==> src/hbp_pkg.sv <==
package hbp_pkg;

   // ****************************************************
   // clock and timing
   // ****************************************************
   localparam int CLK_HZ           = 20_000_000;
   localparam int CLK_PERIOD_NS    = 50;
   localparam int FREQ_LOW_HZ      = 80;
   localparam int FREQ_MID_HZ      = 100;
   localparam int FREQ_HIGH_HZ     = 200;
   localparam int PERIOD_LOW_CYC   = CLK_HZ / FREQ_LOW_HZ;
   localparam int PERIOD_MID_CYC   = CLK_HZ / FREQ_MID_HZ;
   localparam int PERIOD_HIGH_CYC  = CLK_HZ / FREQ_HIGH_HZ;
   localparam int HL_DEAD_NS       = 1000;
   localparam int LH_DEAD_NS       = 1000;
   localparam int HL_DEAD_CYC      = (HL_DEAD_NS + CLK_PERIOD_NS - 1) / CLK_PERIOD_NS;
   localparam int LH_DEAD_CYC      = (LH_DEAD_NS + CLK_PERIOD_NS - 1) / CLK_PERIOD_NS;

   // ****************************************************
   // sizes
   // ****************************************************
   localparam int NUM_BRIDGES      = 6;
   localparam int NUM_CHANNELS     = 3;
   localparam int CNT_W            = 18;
   localparam int DEAD_W           = 8;

   // ****************************************************
   // frequency codes
   // ****************************************************
   localparam logic [1:0] FREQ_STOP = 2'h0;
   localparam logic [1:0] FREQ_LOW  = 2'h1;
   localparam logic [1:0] FREQ_MID  = 2'h2;
   localparam logic [1:0] FREQ_HIGH = 2'h3;

   // ****************************************************
   // command selectors and reset values
   // ****************************************************
   localparam logic [3:0] SEL_ACTIVATION = 4'h0;
   localparam logic [3:0] SEL_ASSIGN     = 4'h1;
   localparam logic [3:0] SEL_FREEWHEEL  = 4'h2;
   localparam logic [3:0] SEL_DUTY1      = 4'h3;
   localparam logic [3:0] SEL_DUTY2      = 4'h4;
   localparam logic [3:0] SEL_DUTY3      = 4'h5;
   localparam logic [3:0] SEL_FREQUENCY  = 4'h6;
   localparam logic [3:0] SEL_STATUS     = 4'h7;
   localparam logic [5:0] ACT_RESET      = 6'h00;
   localparam logic [11:0] ASSIGN_RESET  = 12'h000;
   localparam logic [5:0] FW_RESET       = 6'h00;
   localparam logic [7:0] DUTY_RESET     = 8'h00;
   localparam logic [5:0] FREQ_RESET     = 6'h00;

   typedef struct packed {
      logic [5:0]      high_act;
      logic [5:0]      low_act;
      logic [5:0][1:0] chan_sel;
      logic [5:0]      fw_active;
      logic [2:0][7:0] duty;
      logic [2:0][1:0] freq;
   } hbp_cfg_t;

endpackage

==> src/hbp_pwm_channel.sv <==
`timescale 1ns/1ps
`default_nettype none

module hbp_pwm_channel
   import hbp_pkg::*;
#(
   parameter int P_LOW  = PERIOD_LOW_CYC,
   parameter int P_MID  = PERIOD_MID_CYC,
   parameter int P_HIGH = PERIOD_HIGH_CYC
)
(
   input  wire logic       clk_in,      // system clock
   input  wire logic       rstn_in,     // async reset, low
   input  wire logic       clr_in,      // sync clear (sleep)
   input  wire logic [1:0] freq_in,     // frequency code
   input  wire logic [7:0] duty_in,     // duty value
   output logic            pwm_out,     // channel waveform
   output logic            running_out  // period running
);

   logic [CNT_W-1:0] cnt_reg;
   logic [CNT_W-1:0] on_reg;
   logic [CNT_W-1:0] per_reg;
   logic [CNT_W-1:0] new_per;
   logic [CNT_W-1:0] new_on;
   logic [CNT_W+7:0] prod;

   function automatic logic [CNT_W-1:0] period_of(input logic [1:0] code);
      case (code)
         FREQ_LOW:  period_of = CNT_W'(P_LOW);
         FREQ_MID:  period_of = CNT_W'(P_MID);
         FREQ_HIGH: period_of = CNT_W'(P_HIGH);
         default:   period_of = CNT_W'(P_HIGH);
      endcase
   endfunction

   // period and on-time are sampled only at a period boundary; code 00 stops the channel at once
   always_comb
   begin
      new_per = period_of(freq_in);
      prod    = new_per * duty_in;
      new_on  = prod[CNT_W+7:8];                                     // RL20
   end

   always_ff @(posedge clk_in or negedge rstn_in)
   begin
      if (!rstn_in)
      begin
         cnt_reg     <= '0;
         on_reg      <= '0;
         per_reg     <= '0;
         pwm_out     <= 1'b0;
         running_out <= 1'b0;
      end
      else if (clr_in || freq_in == FREQ_STOP)                        // RL11
      begin
         cnt_reg     <= '0;
         pwm_out     <= 1'b0;
         running_out <= 1'b0;
      end
      else if (!running_out || cnt_reg == per_reg - CNT_W'(1))        // RL12 RL13
      begin
         cnt_reg     <= '0;
         per_reg     <= new_per;
         on_reg      <= new_on;
         pwm_out     <= (new_on != '0);
         running_out <= 1'b1;
      end
      else
      begin
         cnt_reg <= cnt_reg + CNT_W'(1);
         pwm_out <= ((cnt_reg + CNT_W'(1)) < on_reg);                 // RL20
      end
   end

endmodule

`default_nettype wire

==> src/hbp_bridge_ctrl.sv <==
`timescale 1ns/1ps
`default_nettype none

// Operation
// [RL1] supply power-on clears all, outputs off
// [RL2] enable high: normal mode, configurable
// [RL3] enable low: sleep, outputs off, settings reset
// [RL4] supply low: no commands, logic cleared
// [RL5] supply reset clears reset-occurred flag
// [RL6] enable reset also reported by flag
// [RL7] load supply loss keeps stored settings
// [RL8] each switch continuous or PWM driven
// [RL9] three channels, 8-bit duty, any assignment
// [RL10] codes 01/10/11 give 80/100/200 Hz
// [RL11] code 00 stops channel
// [RL12] non-zero code starts the period
// [RL13] running changes apply without glitches
// [RL14] freewheel active or passive, passive default
// [RL15] active freewheel drives complement after dead time
// [RL16] stopped active freewheel: high low, low on
// [RL17] two-bit assignment per bridge, 00 both off; the code drives a 00 bridge continuously from its activation bits
// [RL18] host order for single outputs
// [RL19] host activates paralleled outputs before frequency
// [RL20] on-time proportional to duty, zero none

module hbp_bridge_ctrl
   import hbp_pkg::*;
#(
   parameter int PER_LOW  = PERIOD_LOW_CYC,
   parameter int PER_MID  = PERIOD_MID_CYC,
   parameter int PER_HIGH = PERIOD_HIGH_CYC
)
(
   input  wire logic        MCLK_IN,                 // 20 MHz clock
   input  wire logic        RSTN_IN,                 // logic supply reset, low
   input  wire logic        EN_IN,                   // enable, high = normal
   input  wire logic        VS_OK_IN,                // load supply valid
   input  wire logic        CMD_WR_IN,               // command write strobe
   input  wire logic [3:0]  CMD_SEL_IN,              // command selector
   input  wire logic [15:0] CMD_DATA_IN,             // command data
   output logic             CMD_ACCEPT_OUT,          // write taken
   output logic             NORMAL_MODE_OUT,         // normal mode
   output logic             CHARGE_PUMP_EN_OUT,      // charge pump on
   output logic             RESET_OCCURRED_FLAG_N_OUT, // 0 after reset
   output logic [2:0]       CHANNEL_RUNNING_OUT,     // channel running
   output logic [5:0]       HIGH_SIDE_SWITCH_OUT,    // high side gates
   output logic [5:0]       LOW_SIDE_SWITCH_OUT      // low side gates
);

   // ****************************************************
   // mode
   // ****************************************************
   logic              normal_reg;
   logic              wr_ok;
   logic              drive_ok;

   always_ff @(posedge MCLK_IN or negedge RSTN_IN)
   begin
      if (!RSTN_IN)
      begin
         normal_reg <= 1'b0;                                         // RL4
      end
      else
      begin
         normal_reg <= EN_IN;                                        // RL2 RL3
      end
   end

   always_comb
   begin
      wr_ok    = CMD_WR_IN && normal_reg && EN_IN;                   // RL4
      drive_ok = normal_reg && EN_IN && VS_OK_IN;                    // RL7
   end

   assign CMD_ACCEPT_OUT     = wr_ok;
   assign NORMAL_MODE_OUT    = normal_reg;
   assign CHARGE_PUMP_EN_OUT = normal_reg;                           // RL2

   // ****************************************************
   // settings
   // ****************************************************
   logic [5:0]        high_act_reg;
   logic [5:0]        low_act_reg;
   logic [11:0]       assign_reg;
   logic [5:0]        fw_reg;
   logic [2:0][7:0]   duty_reg;
   logic [5:0]        freq_reg;
   logic              flag_n_reg;
   hbp_cfg_t          cfg;

   function automatic logic hit(input logic [3:0] sel);
      hit = wr_ok && (CMD_SEL_IN == sel);
   endfunction

   always_ff @(posedge MCLK_IN or negedge RSTN_IN)
   begin
      if (!RSTN_IN)
      begin
         high_act_reg <= ACT_RESET;                                  // RL1
         low_act_reg  <= ACT_RESET;
      end
      else if (!EN_IN)
      begin
         high_act_reg <= ACT_RESET;                                  // RL3
         low_act_reg  <= ACT_RESET;
      end
      else if (hit(SEL_ACTIVATION))
      begin
         high_act_reg <= CMD_DATA_IN[5:0];                           // RL8
         low_act_reg  <= CMD_DATA_IN[11:6];
      end
   end

   always_ff @(posedge MCLK_IN or negedge RSTN_IN)
   begin
      if (!RSTN_IN)
      begin
         assign_reg <= ASSIGN_RESET;
      end
      else if (!EN_IN)
      begin
         assign_reg <= ASSIGN_RESET;                                 // RL3
      end
      else if (hit(SEL_ASSIGN))
      begin
         assign_reg <= CMD_DATA_IN[11:0];                            // RL17
      end
   end

   always_ff @(posedge MCLK_IN or negedge RSTN_IN)
   begin
      if (!RSTN_IN)
      begin
         fw_reg <= FW_RESET;                                         // RL14
      end
      else if (!EN_IN)
      begin
         fw_reg <= FW_RESET;                                         // RL14
      end
      else if (hit(SEL_FREEWHEEL))
      begin
         fw_reg <= CMD_DATA_IN[5:0];                                 // RL14
      end
   end

   always_ff @(posedge MCLK_IN or negedge RSTN_IN)
   begin
      if (!RSTN_IN)
      begin
         duty_reg <= {3{DUTY_RESET}};
      end
      else if (!EN_IN)
      begin
         duty_reg <= {3{DUTY_RESET}};                                // RL3
      end
      else if (hit(SEL_DUTY1))
      begin
         duty_reg[0] <= CMD_DATA_IN[7:0];                            // RL9
      end
      else if (hit(SEL_DUTY2))
      begin
         duty_reg[1] <= CMD_DATA_IN[7:0];                            // RL9
      end
      else if (hit(SEL_DUTY3))
      begin
         duty_reg[2] <= CMD_DATA_IN[7:0];                            // RL9
      end
   end

   always_ff @(posedge MCLK_IN or negedge RSTN_IN)
   begin
      if (!RSTN_IN)
      begin
         freq_reg <= FREQ_RESET;
      end
      else if (!EN_IN)
      begin
         freq_reg <= FREQ_RESET;                                     // RL3
      end
      else if (hit(SEL_FREQUENCY))
      begin
         freq_reg <= CMD_DATA_IN[5:0];                               // RL10
      end
   end

   // flag is only raised by the host; any reset drops it
   always_ff @(posedge MCLK_IN or negedge RSTN_IN)
   begin
      if (!RSTN_IN)
      begin
         flag_n_reg <= 1'b0;                                         // RL5
      end
      else if (!EN_IN)
      begin
         flag_n_reg <= 1'b0;                                         // RL6
      end
      else if (hit(SEL_STATUS) && CMD_DATA_IN[0])
      begin
         flag_n_reg <= 1'b1;
      end
   end

   assign RESET_OCCURRED_FLAG_N_OUT = flag_n_reg;

   always_comb
   begin
      cfg.high_act  = high_act_reg;
      cfg.low_act   = low_act_reg;
      cfg.chan_sel  = assign_reg;
      cfg.fw_active = fw_reg;
      cfg.duty      = duty_reg;
      cfg.freq      = freq_reg;
   end

   // ****************************************************
   // pwm channels
   // ****************************************************
   logic [2:0]        ch_pwm;
   logic [2:0]        ch_run;

   genvar c;
   generate
      for (c = 0; c < NUM_CHANNELS; c++)
      begin : g_ch
         hbp_pwm_channel #(
            .P_LOW  (PER_LOW),
            .P_MID  (PER_MID),
            .P_HIGH (PER_HIGH)
         ) u_ch (
            .clk_in      (MCLK_IN),
            .rstn_in     (RSTN_IN),
            .clr_in      (!EN_IN),
            .freq_in     (cfg.freq[c]),                              // RL10
            .duty_in     (cfg.duty[c]),
            .pwm_out     (ch_pwm[c]),
            .running_out (ch_run[c])
         );
      end
   endgenerate

   assign CHANNEL_RUNNING_OUT = ch_run;

   // ****************************************************
   // bridges
   // ****************************************************
   logic [5:0]        hs_want;
   logic [5:0]        ls_want;
   logic [5:0]        hs_reg;
   logic [5:0]        ls_reg;

   genvar b;
   generate
      for (b = 0; b < NUM_BRIDGES; b++)
      begin : g_br
         logic [1:0]        sel;
         logic              pwm;
         logic              run;
         logic              fw;
         logic              ha;
         logic              la;
         logic [DEAD_W-1:0] dead_reg;

         always_comb
         begin
            sel = cfg.chan_sel[b];
            fw  = cfg.fw_active[b];
            ha  = cfg.high_act[b];
            la  = cfg.low_act[b];
            pwm = 1'b0;
            run = 1'b0;
            if (sel != 2'h0)
            begin
               pwm = ch_pwm[sel - 2'h1];                             // RL9
               run = ch_run[sel - 2'h1];
            end
            hs_want[b] = 1'b0;
            ls_want[b] = 1'b0;
            if (sel == 2'h0)
            begin
               hs_want[b] = ha;                                      // RL8
               ls_want[b] = la && !ha;
            end
            else if (ha)
            begin
               hs_want[b] = run && pwm;                              // RL8
               ls_want[b] = fw && !(run && pwm);                     // RL15 RL16
            end
            else if (la)
            begin
               ls_want[b] = run && pwm;
               hs_want[b] = fw && !(run && pwm);                     // RL15
            end
         end

         // a switch may close only after both were open for a dead time
         always_ff @(posedge MCLK_IN or negedge RSTN_IN)
         begin
            if (!RSTN_IN)
            begin
               hs_reg[b] <= 1'b0;                                    // RL1
               ls_reg[b] <= 1'b0;
               dead_reg  <= '0;
            end
            else if (!drive_ok)
            begin
               hs_reg[b] <= 1'b0;                                    // RL3 RL7
               ls_reg[b] <= 1'b0;
               dead_reg  <= '0;
            end
            else
            begin
               if (!hs_want[b] || !ls_want[b] && hs_reg[b])
               begin
                  hs_reg[b] <= hs_want[b] && hs_reg[b];
               end
               if (hs_reg[b] || ls_reg[b])
               begin
                  dead_reg <= '0;
               end
               else if (dead_reg != {DEAD_W{1'b1}})
               begin
                  dead_reg <= dead_reg + DEAD_W'(1);
               end
               if (!hs_want[b])
               begin
                  hs_reg[b] <= 1'b0;
               end
               else if (!ls_reg[b] && !ls_want[b] &&
                        dead_reg >= DEAD_W'(LH_DEAD_CYC))
               begin
                  hs_reg[b] <= 1'b1;                                 // RL15
               end
               if (!ls_want[b])
               begin
                  ls_reg[b] <= 1'b0;
               end
               else if (!hs_reg[b] && !hs_want[b] &&
                        dead_reg >= DEAD_W'(HL_DEAD_CYC))
               begin
                  ls_reg[b] <= 1'b1;                                 // RL15
               end
            end
         end
      end
   endgenerate

   assign HIGH_SIDE_SWITCH_OUT = hs_reg;
   assign LOW_SIDE_SWITCH_OUT  = ls_reg;

endmodule

`default_nettype wire

==> config.mk <==
export PLATFORM = sky130hd
export DESIGN_NAME = hbp_bridge_ctrl
export DESIGN_NICKNAME = d
export VERILOG_FILES = /design/src/hbp_pkg.sv /design/src/hbp_pwm_channel.sv /design/src/hbp_bridge_ctrl.sv
export SDC_FILE = /design/constraint.sdc
export NUM_CORES = 1
export LEC_CHECK = 0
export ABC_AREA = 1
export BUFFER_PORTS_ARGS = -buffer_cell sky130_fd_sc_hd__buf_2
export CORE_UTILIZATION = 45
export CTS_CLUSTER_SIZE = 14
export DETAILED_ROUTE_END_ITERATION = 8
export SYNTH_ARGS = -nofsm -noshare
export SYNTH_HDL_FRONTEND = slang
export SYNTH_SLANG_ARGS = --single-unit
==> constraint.sdc <==
create_clock -name MCLK_IN -period 5 [get_ports MCLK_IN]
set_clock_uncertainty 0.05 [all_clocks]
set_input_delay 0.5 -clock MCLK_IN [delete_from_list [all_inputs] [get_ports MCLK_IN]]
set_output_delay 0.5 -clock MCLK_IN [all_outputs]
set_load 0.005 [all_outputs]
==> flow_summary.yaml <==
drt:
  drc: 0
  ant_nets: 0
  drt_iter0_markers: 1012
  drt-total-wl_um: 64700
  viasPerCell: 4.95
  vias: 21700
  wl_per_cell_um: 14.7
  firstDrtPassIters: 5
cells_and_area:
  fin_cells: 4388
  antennaDiodeCount: 0
  area_growth_pct: 23.6
  drive_above_1_share: 0.207
  stdcell_area_mm2: 0.0306
  post-route-util: 0.566
  nets: 4115
  fill_cells: 4992
die:
  die_h_um: 237
  coreArea_mm2: 0.0541
  start_util: 0.458
  die_area_mm2: 0.0560
  row_count: 85
  ios: 44
  fp.dieW_um: 237
power_and_ir_drop:
  clock_power_share: 0.202
  p_sw_mw: 4.48
  powerDensity_mw_per_mm2: 358
  peakVddDrop_v: 0.000270
  swShare: 0.408
  power_mw: 11.0
  p_leak_nw: 16.5
  p_seq_frac: 0.234
  power_frac_comb: 0.564
  p_int_mw: 6.49
sta:
  drv_slew: 0
  layout_min_cycle_time_ns: 4.89
  slew_headroom: 0.205
  rsz0062_at_grt: "yes"
  fmax_ghz: 0.204
  worst_slew_pin_slew_ns: 1.19
  tns_ns: 0
  fin_crit_sh: 0.979
  setup_viol: 0
  hold_violations: 0
  holdWs_ns: 0.132
  setup_ws_ns: 0.107
logic_synthesis:
  synth.area.top_cells: "dfrtp_1, fa_1, ha_1"
  synth_top_family_by_area: "adder cells"
  synth_area_mm2: 0.0248
  synth_xor_area_frac: 0.0329
  ys_ff_latch: 257
  synthCells: 3354
  synth_edf_count: 0
  ys_warn_count: 0
  ys_types: 49
  synthAdderAreaFrac: 0.264
  synthMostInstantiatedCell: "inv_1"
  syn_avg_cell_area_um2: 7.39
  synth_common_cells: "inv_1, nand2_1, nor2_1"
  synth-simple-area-share: 0.227
  synth.top_cell.area_share: 0.259
  synthArstFlopShare: 1.00
  synth_compound_area_frac: 0.0889
  seq_area_frac_synth: 0.259
  synth_top_flop_cell: "dfrtp_1"
  yosys.area.top_type: "dfrtp_1"
  synthMuxAreaShare: 0
  synth_nets: 3799
global_route:
  grt_pass1_wl_um: 107000
  grt_start_max_net_pins: 109
  grt_remaining_overflow: 0
  track_usage: 0.233
  antenna_found_initial: 1
  grt_pass1_vias: 21900
setup_path:
  slowest_stage: "fa_1"
  path_class: "register to register"
  cp_top_family: "adder cells"
  slowest_delay_ns: 0.54
  cpMostUsedCell: "fa_1"
  cp.required_ns: 5.43
  rrSetupSlack_ns: 0.11
  end_kind: "register"
  cp_data_arrival_time_ns: 5.32
  path_cells: "inv_4, ha_4, buf_8, nor2_4, inv_2, fa_1, fa_1, inv_2, fa_1, inv_1, fa_1, inv_2, ha_4, nand2_4, o21ai_0, nand2_1, nand2_2, a21oi_2, xnor2_2, nor2_1, nand3_1, nor2_1, nor2_1"
  crit_fanout: 6
  path_buf_inv: 6
  start_kind: "register"
clocking:
  cts_root_buf: "clkbuf_16"
  numCtsBuffers: 30
  cts_tree: "done"
  clkTransAtPathRegs_ns: 0.06
  clock_path_buffers: 3
  cts_num_sinks: 257
  ctsHtreeMaxLevel: 1
  clk_latency_ns: 0.59
run_status:
  status: "complete, no violations"
placement:
  io_buffers: 39
  dp.final_hpwl_um: 51800
  gp_congestion: 0.935
  placed_cell_area_mm2: 0.0276
  dp_slack_ns: -0.302
  dp.cells: 4296
min_path:
  hold_path.class: "input pin to register"
run:
  max-cap-violations: 0
worst paths after layout:
| path | start | to | depth (start not counted) |
|---|---|---|---|
| worst max-delay path | freq_reg[2] | g_ch[1].u_ch.pwm_out | 23 |
| worst min register to register | g_ch[2].u_ch.on_reg[7] | g_ch[2].u_ch.on_reg[7] | 2 |
| max in group asynchronous | RSTN_IN | g_ch[2].u_ch.per_reg[11] | 3 |
| min in group asynchronous | RSTN_IN | g_ch[2].u_ch.cnt_reg[6] | 2 |
| worst max register to register | freq_reg[2] | g_ch[1].u_ch.pwm_out | 23 |
| worst min-delay path | CMD_DATA_IN[8] | low_act_reg[2] | 3 |
cell type report:
type / instances / area [µm²] / area share
clock buffer: 45 / 897 / 0.0293
timing repair buffer: 332 / 2490 / 0.0813
multi-input combinational: 2266 / 16900 / 0.551
clock inverter: 9 / 101 / 0.00331
inverter: 783 / 2950 / 0.0963
sequential: 257 / 6430 / 0.210
tap: 696 / 871 / 0.0284
routing by layer:
layer | track usage | share of wire
met5 | 0 | 0.00014
met4 | 0.0468 | 0.016
met3 | 0.0175 | 0.031
met2 | 0.402 | 0.49
met1 | 0.319 | 0.47
placed cells by master (no fill, tap or decap), drive strengths merged, types with 2 or more instances in the layout:
cell type,Yosys,final
xor2,69,69
and3,3,3
nor2,354,354
inv,782,783
dfrtp,257,257
clkbuf,33,45
o31ai,3,3
o21ai,180,180
a211oi,21,21
buf,15,331
and2,7,7
nand4,39,39
a221oi,2,2
a31oi,9,9
ha,247,247
a21boi,4,4
or2,18,18
nand2,743,743
nand3,141,141
o211ai,5,5
clkinv,1,7
nor3b,3,3
fa,173,173
o21a,4,4
o21bai,12,12
nor4,8,8
a21o,10,10
nand3b,12,12
xnor2,24,24
a21oi,142,142
nor3,29,29
power by group through the flow:
stage	Sequential (mW)	Clock, mW	Combinational (mW)
3_5_place_dp	2.60	0	4.93
6_report	2.57	2.21	6.19
2_1_floorplan	2.53	0	2.99
3_3_place_gp	2.60	0	4.85
4_1_cts	2.57	2.27	5.30
5_1_grt	2.61	2.35	6.93
kinds of logic (layout without fill, tap and decap cells):
group	count (synthesis)	after routing
simple gates	1357	1357
buf+inv	831	1169
fa+ha+maj	420	420
compound gates	396	396
flops	257	257
xor+xnor	93	93
repair_timing:
item / in CTS / in global routing
buffers inserted: 6 / 31
endpoints found under the setup margin: 23 / 34
gates resized for setup: 113 / 329
endpoints found under the hold margin: 105 / 0
hold buffers: 1 / 0
gates cloned: 0 / 0
pin swaps: 27 / 165
worst reg2reg max path, cell delays in order (launching register included):
cell and delay, ns:
dfrtp_1 0.41, inv_4 0.11, ha_4 0.24, buf_8 0.15, nor2_4 0.12, inv_2 0.05, fa_1 0.46, fa_1 0.52
inv_2 0.05, fa_1 0.54, inv_1 0.06, fa_1 0.52, inv_2 0.06, ha_4 0.31, nand2_4 0.07, o21ai_0 0.25
nand2_1 0.12, nand2_2 0.09, a21oi_2 0.05, xnor2_2 0.15, nor2_1 0.15, nand3_1 0.12, nor2_1 0.11, nor2_1 0.05
Power figures use the tool's default switching activity.
